File: config.mk
export PLATFORM = sky130hd
export DESIGN_NAME = evr_top
export DESIGN_NICKNAME = d
export VERILOG_FILES = /design/src/core/evr_pkg.sv /design/src/core/evr_reg_if.sv /design/src/core/evr_axil_slave.sv /design/src/core/evr_port_event.sv /design/src/core/evr_top.sv
export SDC_FILE = /design/constraint.sdc
export NUM_CORES = 2
export LEC_CHECK = 0
export ABC_CLOCK_PERIOD_IN_PS = 4000
export BUFFER_PORTS_ARGS = -buffer_cell sky130_fd_sc_hd__buf_2
export CAP_MARGIN = 20
export CORE_MARGIN = 2
export CORE_UTILIZATION = 35
export CTS_BUF_LIST = sky130_fd_sc_hd__clkbuf_16
export DETAILED_ROUTE_END_ITERATION = 6
export SYNTH_ARGS = -nofsm -noshare
export SYNTH_HDL_FRONTEND = slang
export SYNTH_SLANG_ARGS = --single-unit
File: constraint.sdc
create_clock -name i_clk -period 4 [get_ports i_clk]
set_input_delay 0.4 -clock i_clk [delete_from_list [all_inputs] [get_ports i_clk]]
set_output_delay 0.4 -clock i_clk [all_outputs]
set_load 0.01 [all_outputs]
File: src/core/evr_pkg.sv
`default_nettype none
package evr_pkg;
  localparam int NUM_DST = 46;
  localparam int SRC_W = 190;
  localparam int ADDR_W = 12;
  localparam int PCFG_W = 12;
  localparam logic [7:0] SEL_OFF = 8'h00;
  localparam logic [7:0] SEL_MIN = 8'h01;
  localparam logic [7:0] SEL_MAX = 8'hBD;
  localparam logic [7:0] LINK_RESET = 8'h00;
  localparam logic [7:0] OPT_RESET = 8'h00;
  localparam logic [PCFG_W-1:0] PCFG_RESET = 12'h000;
  // destinations that own a link setting register
  localparam logic [NUM_DST-1:0] DST_IMPL = 46'h207A_1FFD_BC99;
  localparam logic [ADDR_W-1:0] LINK_BASE = 12'h000;
  localparam logic [ADDR_W-1:0] LINK_END = 12'h0B8;
  localparam logic [ADDR_W-1:0] OPT_A_ADDR = 12'h100;
  localparam logic [ADDR_W-1:0] OPT_D_ADDR = 12'h10C;
  localparam logic [ADDR_W-1:0] OPT_F_ADDR = 12'h114;
  localparam logic [ADDR_W-1:0] OPT_H_ADDR = 12'h11C;
  localparam logic [ADDR_W-1:0] CTRL_ADDR = 12'h120;
  localparam logic [ADDR_W-1:0] PCFG_B_ADDR = 12'h130;
  localparam logic [ADDR_W-1:0] PCFG_E_ADDR = 12'h134;
  localparam logic [ADDR_W-1:0] STATUS_ADDR = 12'h140;
  localparam int CTRL_STOP_BIT = 0;
  localparam int STATUS_STOP_BIT = 16;
  localparam int PCFG_MASK_LSB = 0;
  localparam int PCFG_BIT_LSB = 8;
  localparam int PCFG_GROUP_BIT = 11;
  localparam int OPA_MULTI_TIMER_CHANNEL0_LSB = 0;
  localparam int OPD_BYTE_TIMER_CHANNEL1_LSB = 2;
  localparam int OPD_BYTE_TIMER_CHANNEL3_LSB = 6;
  localparam logic [1:0] OP_START = 2'b00;
  localparam logic [1:0] OP_RESTART = 2'b01;
  localparam logic [1:0] OP_COUNT = 2'b10;
  localparam logic [1:0] OP_NONE = 2'b11;
  localparam int DST_MULTI_TIMER_CHANNEL0 = 4;
  localparam int DST_BYTE_TIMER_CHANNEL1 = 16;
  localparam int DST_BYTE_TIMER_CHANNEL3 = 18;
  localparam int DST_PORT_B = 36;
  localparam int DST_PORT_E = 37;
  localparam int EVT_PORT_B = 188;
  localparam int EVT_PORT_E = 189;
  localparam logic [1:0] RESP_OKAY = 2'b00;
  localparam logic [1:0] RESP_SLVERR = 2'b10;
endpackage
`default_nettype wire

File: src/core/evr_reg_if.sv
`default_nettype none
interface evr_reg_if;
  logic wr_en;
  logic [11:0] wr_addr;
  logic [31:0] wr_data;
  logic [3:0] wr_strb;
  logic wr_err;
  logic rd_en;
  logic [11:0] rd_addr;
  logic [31:0] rd_data;
  logic rd_err;
  modport bus (output wr_en, wr_addr, wr_data, wr_strb, rd_en, rd_addr,
               input wr_err, rd_data, rd_err);
  modport regs (input wr_en, wr_addr, wr_data, wr_strb, rd_en, rd_addr,
                output wr_err, rd_data, rd_err);
endinterface
`default_nettype wire

File: src/core/evr_axil_slave.sv
`default_nettype none
module evr_axil_slave (
  input wire logic i_clk,
  input wire logic i_resetn,
  input wire logic [11:0] i_awaddr,
  input wire logic i_awvalid,
  output logic o_awready,
  input wire logic [31:0] i_wdata,
  input wire logic [3:0] i_wstrb,
  input wire logic i_wvalid,
  output logic o_wready,
  output logic [1:0] o_bresp,
  output logic o_bvalid,
  input wire logic i_bready,
  input wire logic [11:0] i_araddr,
  input wire logic i_arvalid,
  output logic o_arready,
  output logic [31:0] o_rdata,
  output logic [1:0] o_rresp,
  output logic o_rvalid,
  input wire logic i_rready,
  evr_reg_if.bus reg_bus
);
  typedef struct packed {
    logic aw_got;
    logic w_got;
    logic ar_got;
    logic [11:0] awaddr;
    logic [31:0] wdata;
    logic [3:0] wstrb;
    logic [11:0] araddr;
    logic awready;
    logic wready;
    logic arready;
    logic bvalid;
    logic [1:0] bresp;
    logic rvalid;
    logic [31:0] rdata;
    logic [1:0] rresp;
  } evr_axs_t;

  evr_axs_t s_reg;
  evr_axs_t s_next;

  always_comb begin
    s_next = s_reg;
    if (i_awvalid && s_reg.awready) begin
      s_next.aw_got = 1'b1;
      s_next.awaddr = i_awaddr;
    end
    if (i_wvalid && s_reg.wready) begin
      s_next.w_got = 1'b1;
      s_next.wdata = i_wdata;
      s_next.wstrb = i_wstrb;
    end
    // write lands once both halves are held, whatever their order
    if (s_reg.aw_got && s_reg.w_got) begin
      s_next.aw_got = 1'b0;
      s_next.w_got = 1'b0;
      s_next.bvalid = 1'b1;
      s_next.bresp = reg_bus.wr_err ? evr_pkg::RESP_SLVERR : evr_pkg::RESP_OKAY;
    end
    if (s_reg.bvalid && i_bready) begin
      s_next.bvalid = 1'b0;
    end
    if (i_arvalid && s_reg.arready) begin
      s_next.ar_got = 1'b1;
      s_next.araddr = i_araddr;
    end
    if (s_reg.ar_got) begin
      s_next.ar_got = 1'b0;
      s_next.rvalid = 1'b1;
      s_next.rdata = reg_bus.rd_data;
      s_next.rresp = reg_bus.rd_err ? evr_pkg::RESP_SLVERR : evr_pkg::RESP_OKAY;
    end
    if (s_reg.rvalid && i_rready) begin
      s_next.rvalid = 1'b0;
    end
    // one write and one read in flight at most
    s_next.awready = !s_next.aw_got && !s_next.bvalid;
    s_next.wready = !s_next.w_got && !s_next.bvalid;
    s_next.arready = !s_next.ar_got && !s_next.rvalid;
  end

  always_ff @(posedge i_clk or negedge i_resetn) begin
    if (!i_resetn) begin
      s_reg <= '0;
    end else begin
      s_reg <= s_next;
    end
  end

  assign reg_bus.wr_en = s_reg.aw_got && s_reg.w_got;
  assign reg_bus.wr_addr = s_reg.awaddr;
  assign reg_bus.wr_data = s_reg.wdata;
  assign reg_bus.wr_strb = s_reg.wstrb;
  assign reg_bus.rd_en = s_reg.ar_got;
  assign reg_bus.rd_addr = s_reg.araddr;
  assign o_awready = s_reg.awready;
  assign o_wready = s_reg.wready;
  assign o_bvalid = s_reg.bvalid;
  assign o_bresp = s_reg.bresp;
  assign o_arready = s_reg.arready;
  assign o_rvalid = s_reg.rvalid;
  assign o_rdata = s_reg.rdata;
  assign o_rresp = s_reg.rresp;
endmodule // evr_axil_slave
`default_nettype wire

File: src/core/evr_port_event.sv
`default_nettype none
module evr_port_event (
  input wire logic i_clk,
  input wire logic i_resetn,
  input wire logic i_stop,
  input wire logic [11:0] i_cfg,
  input wire logic [7:0] i_pins,
  input wire logic i_dst_evt,
  output logic o_src_evt,
  output logic [7:0] o_out
);
  typedef struct packed {
    logic [7:0] prev;
    logic src_evt;
    logic [7:0] out;
  } evr_port_t;

  evr_port_t s_reg;
  evr_port_t s_next;
  logic [7:0] sel;

  always_comb begin
    s_next = s_reg;
    if (i_cfg[evr_pkg::PCFG_GROUP_BIT]) begin
      sel = i_cfg[evr_pkg::PCFG_MASK_LSB +: 8];
    end else begin
      sel = 8'h01 << i_cfg[evr_pkg::PCFG_BIT_LSB +: 3];
    end
    // keep tracking pins while stopped so a restart sees no stale edge
    s_next.prev = i_pins;
    s_next.src_evt = !i_stop && |(i_pins & ~s_reg.prev & sel);
    if (!i_stop && i_dst_evt) begin
      s_next.out = s_reg.out ^ sel;
    end
  end

  always_ff @(posedge i_clk or negedge i_resetn) begin
    if (!i_resetn) begin
      s_reg <= '0;
    end else begin
      s_reg <= s_next;
    end
  end

  assign o_src_evt = s_reg.src_evt;
  assign o_out = s_reg.out;
endmodule // evr_port_event
`default_nettype wire

File: src/core/evr_top.sv
// Summary of operation
// - any of the 189 source events reaches destination modules with no processor involved.
// - a link select field of zero forwards nothing to its destination.
// - a select value from 01h to BDh routes the source event of that number.
// - link setting registers exist only for destinations 0,3,4,7,10-13,15,16,18-28,33,35-38,45.
// - timer destinations act as configured when a routed event arrives.
// - the first multi-function timer channel operation sits in bits 1:0 of option A.
// - byte timers 1 and 3 operations sit in bits 3:2 and 7:6 of option D.
// - only ports B and E take part in event linking.
// - single-port mode ties the link to one configured port bit.
// - port-group mode ties one link to a configured group of the eight port bits.
// - module stop halts the routing logic.
//
// The placing of the registers and the AXI4-Lite register port were chosen for this implementation.
`default_nettype none
module evr_top #(
  parameter int NUM_DST = evr_pkg::NUM_DST,
  parameter int SRC_W = evr_pkg::SRC_W
) (
  input wire logic i_clk,
  input wire logic i_resetn,
  input wire logic [11:0] i_awaddr,
  input wire logic i_awvalid,
  output logic o_awready,
  input wire logic [31:0] i_wdata,
  input wire logic [3:0] i_wstrb,
  input wire logic i_wvalid,
  output logic o_wready,
  output logic [1:0] o_bresp,
  output logic o_bvalid,
  input wire logic i_bready,
  input wire logic [11:0] i_araddr,
  input wire logic i_arvalid,
  output logic o_arready,
  output logic [31:0] o_rdata,
  output logic [1:0] o_rresp,
  output logic o_rvalid,
  input wire logic i_rready,
  input wire logic [SRC_W-1:0] i_src_events,
  output logic [NUM_DST-1:0] o_dst_events,
  output logic [2:0] o_timer_start,
  output logic [2:0] o_timer_restart,
  output logic [2:0] o_timer_count,
  input wire logic [7:0] i_port_b_pins,
  input wire logic [7:0] i_port_e_pins,
  output logic [7:0] o_port_b_out,
  output logic [7:0] o_port_e_out,
  output logic o_module_stopped
);
  typedef struct packed {
    logic [NUM_DST-1:0][7:0] link;
    logic [7:0] opt_a;
    logic [7:0] opt_d;
    logic [7:0] opt_f;
    logic [7:0] opt_h;
    logic stop;
    logic [evr_pkg::PCFG_W-1:0] pcfg_b;
    logic [evr_pkg::PCFG_W-1:0] pcfg_e;
    logic [NUM_DST-1:0] dst;
    logic [2:0] tstart;
    logic [2:0] trestart;
    logic [2:0] tcount;
    logic [15:0] evt_cnt;
  } evr_top_t;

  evr_top_t s_reg;
  evr_top_t s_next;
  evr_reg_if reg_bus ();
  logic pb_evt;
  logic pe_evt;

  // out-of-range selects route nothing instead of aliasing another source
  function automatic logic route_sel(input logic [7:0] sel, input logic [SRC_W-1:0] src);
    logic hit;
    hit = 1'b0;
    if (sel >= evr_pkg::SEL_MIN && sel <= evr_pkg::SEL_MAX) begin
      hit = src[sel];
    end
    return hit;
  endfunction

  // returns {count, restart, start}
  function automatic logic [2:0] timer_act(input logic [1:0] op, input logic evt);
    logic [2:0] act;
    act = 3'b000;
    if (evt) begin
      case (op)
        evr_pkg::OP_START: act = 3'b001;
        evr_pkg::OP_RESTART: act = 3'b010;
        evr_pkg::OP_COUNT: act = 3'b100;
        default: act = 3'b000;
      endcase
    end
    return act;
  endfunction

  function automatic logic [7:0] put_byte(input logic [7:0] old, input logic [7:0] data,
                                          input logic en);
    return en ? data : old;
  endfunction

  function automatic logic link_addr(input logic [11:0] addr);
    return addr < evr_pkg::LINK_END && evr_pkg::DST_IMPL[addr[7:2]];
  endfunction

  evr_axil_slave u_axil (
    .i_clk(i_clk),
    .i_resetn(i_resetn),
    .i_awaddr(i_awaddr),
    .i_awvalid(i_awvalid),
    .o_awready(o_awready),
    .i_wdata(i_wdata),
    .i_wstrb(i_wstrb),
    .i_wvalid(i_wvalid),
    .o_wready(o_wready),
    .o_bresp(o_bresp),
    .o_bvalid(o_bvalid),
    .i_bready(i_bready),
    .i_araddr(i_araddr),
    .i_arvalid(i_arvalid),
    .o_arready(o_arready),
    .o_rdata(o_rdata),
    .o_rresp(o_rresp),
    .o_rvalid(o_rvalid),
    .i_rready(i_rready),
    .reg_bus(reg_bus.bus)
  );

  evr_port_event u_port_b (
    .i_clk(i_clk),
    .i_resetn(i_resetn),
    .i_stop(s_reg.stop),
    .i_cfg(s_reg.pcfg_b),
    .i_pins(i_port_b_pins),
    .i_dst_evt(s_reg.dst[evr_pkg::DST_PORT_B]),
    .o_src_evt(pb_evt),
    .o_out(o_port_b_out)
  );

  evr_port_event u_port_e (
    .i_clk(i_clk),
    .i_resetn(i_resetn),
    .i_stop(s_reg.stop),
    .i_cfg(s_reg.pcfg_e),
    .i_pins(i_port_e_pins),
    .i_dst_evt(s_reg.dst[evr_pkg::DST_PORT_E]),
    .o_src_evt(pe_evt),
    .o_out(o_port_e_out)
  );

  always_comb begin
    logic [SRC_W-1:0] src_all;
    logic [11:0] wa;
    logic [2:0] act0;
    logic [2:0] act1;
    logic [2:0] act3;
    src_all = i_src_events;
    src_all[evr_pkg::EVT_PORT_B] = i_src_events[evr_pkg::EVT_PORT_B] | pb_evt;
    src_all[evr_pkg::EVT_PORT_E] = i_src_events[evr_pkg::EVT_PORT_E] | pe_evt;
    wa = {reg_bus.wr_addr[11:2], 2'b00};
    s_next = s_reg;
    reg_bus.wr_err = 1'b0;

    for (int d = 0; d < NUM_DST; d++) begin
      // no register, no route: unlisted destinations stay silent
      s_next.dst[d] = evr_pkg::DST_IMPL[d] && !s_reg.stop
                      && route_sel(s_reg.link[d], src_all);
    end
    if (s_reg.stop) begin
      s_next.dst = '0;
    end

    act0 = timer_act(s_reg.opt_a[evr_pkg::OPA_MULTI_TIMER_CHANNEL0_LSB +: 2], s_next.dst[evr_pkg::DST_MULTI_TIMER_CHANNEL0]);
    act1 = timer_act(s_reg.opt_d[evr_pkg::OPD_BYTE_TIMER_CHANNEL1_LSB +: 2], s_next.dst[evr_pkg::DST_BYTE_TIMER_CHANNEL1]);
    act3 = timer_act(s_reg.opt_d[evr_pkg::OPD_BYTE_TIMER_CHANNEL3_LSB +: 2], s_next.dst[evr_pkg::DST_BYTE_TIMER_CHANNEL3]);
    s_next.tstart = {act3[0], act1[0], act0[0]};
    s_next.trestart = {act3[1], act1[1], act0[1]};
    s_next.tcount = {act3[2], act1[2], act0[2]};
    if (|s_next.dst) begin
      s_next.evt_cnt = s_reg.evt_cnt + 16'h0001;
    end

    if (reg_bus.wr_en) begin
      if (link_addr(wa)) begin
        // firmware must keep to 00h or 01h..BDh; others route nothing here
        s_next.link[wa[7:2]] = put_byte(s_reg.link[wa[7:2]], reg_bus.wr_data[7:0],
                                        reg_bus.wr_strb[0]);
      end else begin
        case (wa)
          evr_pkg::OPT_A_ADDR: s_next.opt_a = put_byte(s_reg.opt_a, reg_bus.wr_data[7:0],
                                                      reg_bus.wr_strb[0]);
          evr_pkg::OPT_D_ADDR: s_next.opt_d = put_byte(s_reg.opt_d, reg_bus.wr_data[7:0],
                                                      reg_bus.wr_strb[0]);
          evr_pkg::OPT_F_ADDR: s_next.opt_f = put_byte(s_reg.opt_f, reg_bus.wr_data[7:0],
                                                      reg_bus.wr_strb[0]);
          evr_pkg::OPT_H_ADDR: s_next.opt_h = put_byte(s_reg.opt_h, reg_bus.wr_data[7:0],
                                                      reg_bus.wr_strb[0]);
          evr_pkg::CTRL_ADDR: begin
            if (reg_bus.wr_strb[0]) begin
              s_next.stop = reg_bus.wr_data[evr_pkg::CTRL_STOP_BIT];
            end
          end
          evr_pkg::PCFG_B_ADDR: begin
            s_next.pcfg_b[7:0] = put_byte(s_reg.pcfg_b[7:0], reg_bus.wr_data[7:0],
                                          reg_bus.wr_strb[0]);
            if (reg_bus.wr_strb[1]) begin
              s_next.pcfg_b[11:8] = reg_bus.wr_data[11:8];
            end
          end
          evr_pkg::PCFG_E_ADDR: begin
            s_next.pcfg_e[7:0] = put_byte(s_reg.pcfg_e[7:0], reg_bus.wr_data[7:0],
                                          reg_bus.wr_strb[0]);
            if (reg_bus.wr_strb[1]) begin
              s_next.pcfg_e[11:8] = reg_bus.wr_data[11:8];
            end
          end
          default: reg_bus.wr_err = 1'b1;
        endcase
      end
    end
  end

  always_comb begin
    logic [11:0] ra;
    ra = {reg_bus.rd_addr[11:2], 2'b00};
    reg_bus.rd_data = 32'h0000_0000;
    reg_bus.rd_err = 1'b0;
    if (link_addr(ra)) begin
      reg_bus.rd_data[7:0] = s_reg.link[ra[7:2]];
    end else begin
      case (ra)
        evr_pkg::OPT_A_ADDR: reg_bus.rd_data[7:0] = s_reg.opt_a;
        evr_pkg::OPT_D_ADDR: reg_bus.rd_data[7:0] = s_reg.opt_d;
        evr_pkg::OPT_F_ADDR: reg_bus.rd_data[7:0] = s_reg.opt_f;
        evr_pkg::OPT_H_ADDR: reg_bus.rd_data[7:0] = s_reg.opt_h;
        evr_pkg::CTRL_ADDR: reg_bus.rd_data[evr_pkg::CTRL_STOP_BIT] = s_reg.stop;
        evr_pkg::PCFG_B_ADDR: reg_bus.rd_data[11:0] = s_reg.pcfg_b;
        evr_pkg::PCFG_E_ADDR: reg_bus.rd_data[11:0] = s_reg.pcfg_e;
        evr_pkg::STATUS_ADDR: begin
          reg_bus.rd_data[15:0] = s_reg.evt_cnt;
          reg_bus.rd_data[evr_pkg::STATUS_STOP_BIT] = s_reg.stop;
        end
        default: reg_bus.rd_err = 1'b1;
      endcase
    end
  end

  always_ff @(posedge i_clk or negedge i_resetn) begin
    if (!i_resetn) begin
      s_reg <= '0;
    end else begin
      s_reg <= s_next;
    end
  end

  assign o_dst_events = s_reg.dst;
  assign o_timer_start = s_reg.tstart;
  assign o_timer_restart = s_reg.trestart;
  assign o_timer_count = s_reg.tcount;
  assign o_module_stopped = s_reg.stop;
endmodule // evr_top
`default_nettype wire

==> flow_metrics.env <==
export IMPL_yosysTopAreaCellShare_pct=39.8
export IMPL_htree_num_levels=2
export IMPL_dp_hpwl_mm=394
export IMPL_r2r_slack_ps=-490
export IMPL_synth_most_common_cell="mux4_2"
export IMPL_io_buffers=323
export IMPL_ir_drop_mv=0.448
export IMPL_drive_gt1_share_pct=54.9
export IMPL_hold_class="in2reg"
export IMPL_ys_flop_type="dfrtp_1"
export IMPL_worst_path_max_fanout=13
export IMPL_std_cell_rows=168
export IMPL_first_global_vias=72600
export IMPL_tns_ps=-6980
export IMPL_wl_per_cell_um=47.9
export IMPL_routed_wl_mm=499
export IMPL_clkSinkCount=572
export IMPL_yosysWarnings=0
export IMPL_setup_viol=16
export IMPL_cts_buffers=59
export IMPL_drt_iter0_drc=12500
export IMPL_fin_area_um2=94500
export IMPL_antenna_found_initial=61
export IMPL_synth_edf_count=0
export IMPL_cts_root_buffer="clkbuf_16"
export IMPL_via_count=76400
export IMPL_finalWeightedCongestion=1.09
export IMPL_leakage_nw=35.6
export IMPL_reg2reg_from="s_reg[216]$_DFFE_PN0P_"
export IMPL_first_pass_iters=7
export IMPL_io_pin_count=386
export IMPL_design_core_area_um2=209000
export IMPL_detail_route_antenna_nets=0
export IMPL_fin_worst_skew_ps=62.6
export IMPL_clk_pin_slew_worst_paths_ps=70
export IMPL_synth_seq_area_share_pct=19.4
export IMPL_arrival_ps=5070
export IMPL_start_kind="flip-flop"
export IMPL_die_w_um=463
export IMPL_critical_path_class="reg2reg"
export IMPL_finalHoldViolCount=0
export IMPL_initial_core_util_pct=35.2
export IMPL_max_freq_mhz=223
export IMPL_holdWs_ps=354
export IMPL_p_per_area_nw_per_um2=276
export IMPL_syn_area_per_cell_um2=11.3
export IMPL_synth_largest_area_cell="mux4_2"
export IMPL_r2r_cells=14
export IMPL_holdPathStages=2
export IMPL_worstPathRequired_ps=4580
export IMPL_die_area_um2=214000
export IMPL_syn_inst=6500
export IMPL_viasPerCell=7.33
export IMPL_reg2reg_to="s_reg[1]$_DFFE_PN0P_"
export IMPL_grt_pass1_wl_mm=662
export IMPL_maxCapViolCount=0
export IMPL_largest_reg_flops=440
export IMPL_layout_nets=7822
export IMPL_end_kind="flip-flop"
export IMPL_syn_cell_area_um2=73700
export IMPL_syn_to_final_growth_pct=28.3
export IMPL_cts_buffer_depth=3
export IMPL_crit_start="s_reg[216]$_DFFE_PN0P_"
export IMPL_relSlewSlack_pct=22.9
export IMPL_fin_crit_ps=4490
export IMPL_place_area_um2=91200
export IMPL_die_height_um=463
export IMPL_clk_latency_ps=750
export IMPL_slew_viol_final=0
export IMPL_drc=0
export IMPL_hold_path_end="u_port_e.s_reg[15]$_DFF_PN0_"
export IMPL_grt_max_degree=99
export IMPL_rsz0062_at_grt="yes"
export IMPL_ys_ff_latch=572
export IMPL_timing_final_ws_setup_ps=-493
export IMPL_overflow=0
export IMPL_tightest_slew_ps=1150
export IMPL_violations="setup timing"
export IMPL_worstHoldStart="i_port_e_pins[6]"
export IMPL_fin_total_pwr_mw=26.1
export IMPL_yosys_top_cells_count="1302 x mux4_2, 850 x clkbuf_1, 572 x dfrtp_1, 485 x mux2_2, 350 x a22oi_1"
export IMPL_synthTopCellsByArea="mux4_2 40%, dfrtp_1 19%, mux2_2 7.4%"
export IMPL_final_core_util_pct=45.2
export IMPL_synth_cell_types=90
export IMPL_grt_total_usage_pct=45.1
export IMPL_period_share_pct=112
export IMPL_synth_async_reset_ratio_pct=100
export IMPL_cts_tree="yes"
export IMPL_outcome="finished with violations"
[layout make-up]
type	count	area, µm²
flip-flops and latches	572	14400
clock buffers	60	1500
diodes	29	72.6
repair buffers	2182	20000
multi-input cells	4639	54100
fillers	19400	115000
clock inverters	52	617
inverters	84	319
well taps	2805	3510
[critical path, cell delays in order, from the launching register on]
cell and delay (ps):
dfrtp_4 620, buf_4 330, buf_4 220, mux2i_1 200
a22o_1 150, a221oi_1 50, o32ai_1 640, or4_1 220
nand4_1 220, nor4_4 570, buf_4 250, and4_4 330
buf_12 150, nand2_2 60, mux2_4 290
[cell families (layout without fill, tap and decap cells)]
kind of cell	count (synthesis)	in the layout	synth area share, %
buf+inv	1324	2378	7.73
other cells	1	65	0.00509
xor+xnor	31	31	0.369
mux	2145	2145	52.3
compound gates	1084	1084	10.7
flops	572	572	19.4
simple gates	1332	1332	9.28
fa+ha+maj	11	11	0.187
[through the flow]
step,setup slack (ps),std cells
after global placement,-1590,10200
after floorplan,17.1,6535
final,-493,10400
after detailed placement,-1160,10200
after CTS,-384,10400
after global routing,-473,10400
[worst max path at each step]
stage / to / depth (start not counted)
6_report: s_reg[1]$_DFFE_PN0P_ / 14
5_1_grt: s_reg[11]$_DFFE_PN0P_ / 15
4_1_cts: s_reg[1]$_DFFE_PN0P_ / 15
3_5_place_dp: s_reg[1]$_DFFE_PN0P_ / 15
3_3_place_gp: s_reg[1]$_DFFE_PN0P_ / 14
2_1_floorplan: u_axil.o_rresp[1]$_DFFE_PN0P_ / 14
[power by group]
| group | internal [mW] | leakage (nW) | switching, mW |
|---|---|---|---|
| Sequential | 6.19 | 7.67 | 0.878 |
| Clock | 3.48 | 1.04 | 2.85 |
| Combinational | 4.90 | 26.9 | 7.76 |
| Total | 14.6 | 35.6 | 11.5 |
[metal layers]
metal,share of wire [%],GRT usage [%],vias to the layer above
met5,0.069,0.379,-
met4,6.8,23.8,38
met2,40,62.4,6774
met1,38,58.0,39900
li1,-,-,28300
met3,15,21.5,1374
[layout by cell type, fill, tap and decap left out, drive strengths merged, types with 56 or more instances in the layout]
master / netlist / final
nand4: 88 / 88
o22ai: 65 / 65
a22oi: 350 / 350
inv: 78 / 90
nand3: 175 / 175
a211oi: 56 / 56
nor2: 257 / 257
nand2: 303 / 303
a21oi: 147 / 147
nor2b: 120 / 120
dfrtp: 572 / 572
mux4: 1313 / 1313
nor3: 85 / 85
nand2b: 56 / 56
o21ai: 80 / 80
clkbuf: 851 / 63
mux2: 486 / 486
mux2i: 346 / 346
buf: 389 / 2125
[timing repair]
action	in CTS	in global routing
endpoints found under the hold margin	136	1
resized for setup	33	30
pin swaps	8	6
setup buffers	8	9
hold buffers	52	1
gates cloned	2	1
setup endpoints to repair	16	32
Note: power is estimated with default switching activity, not from simulation.
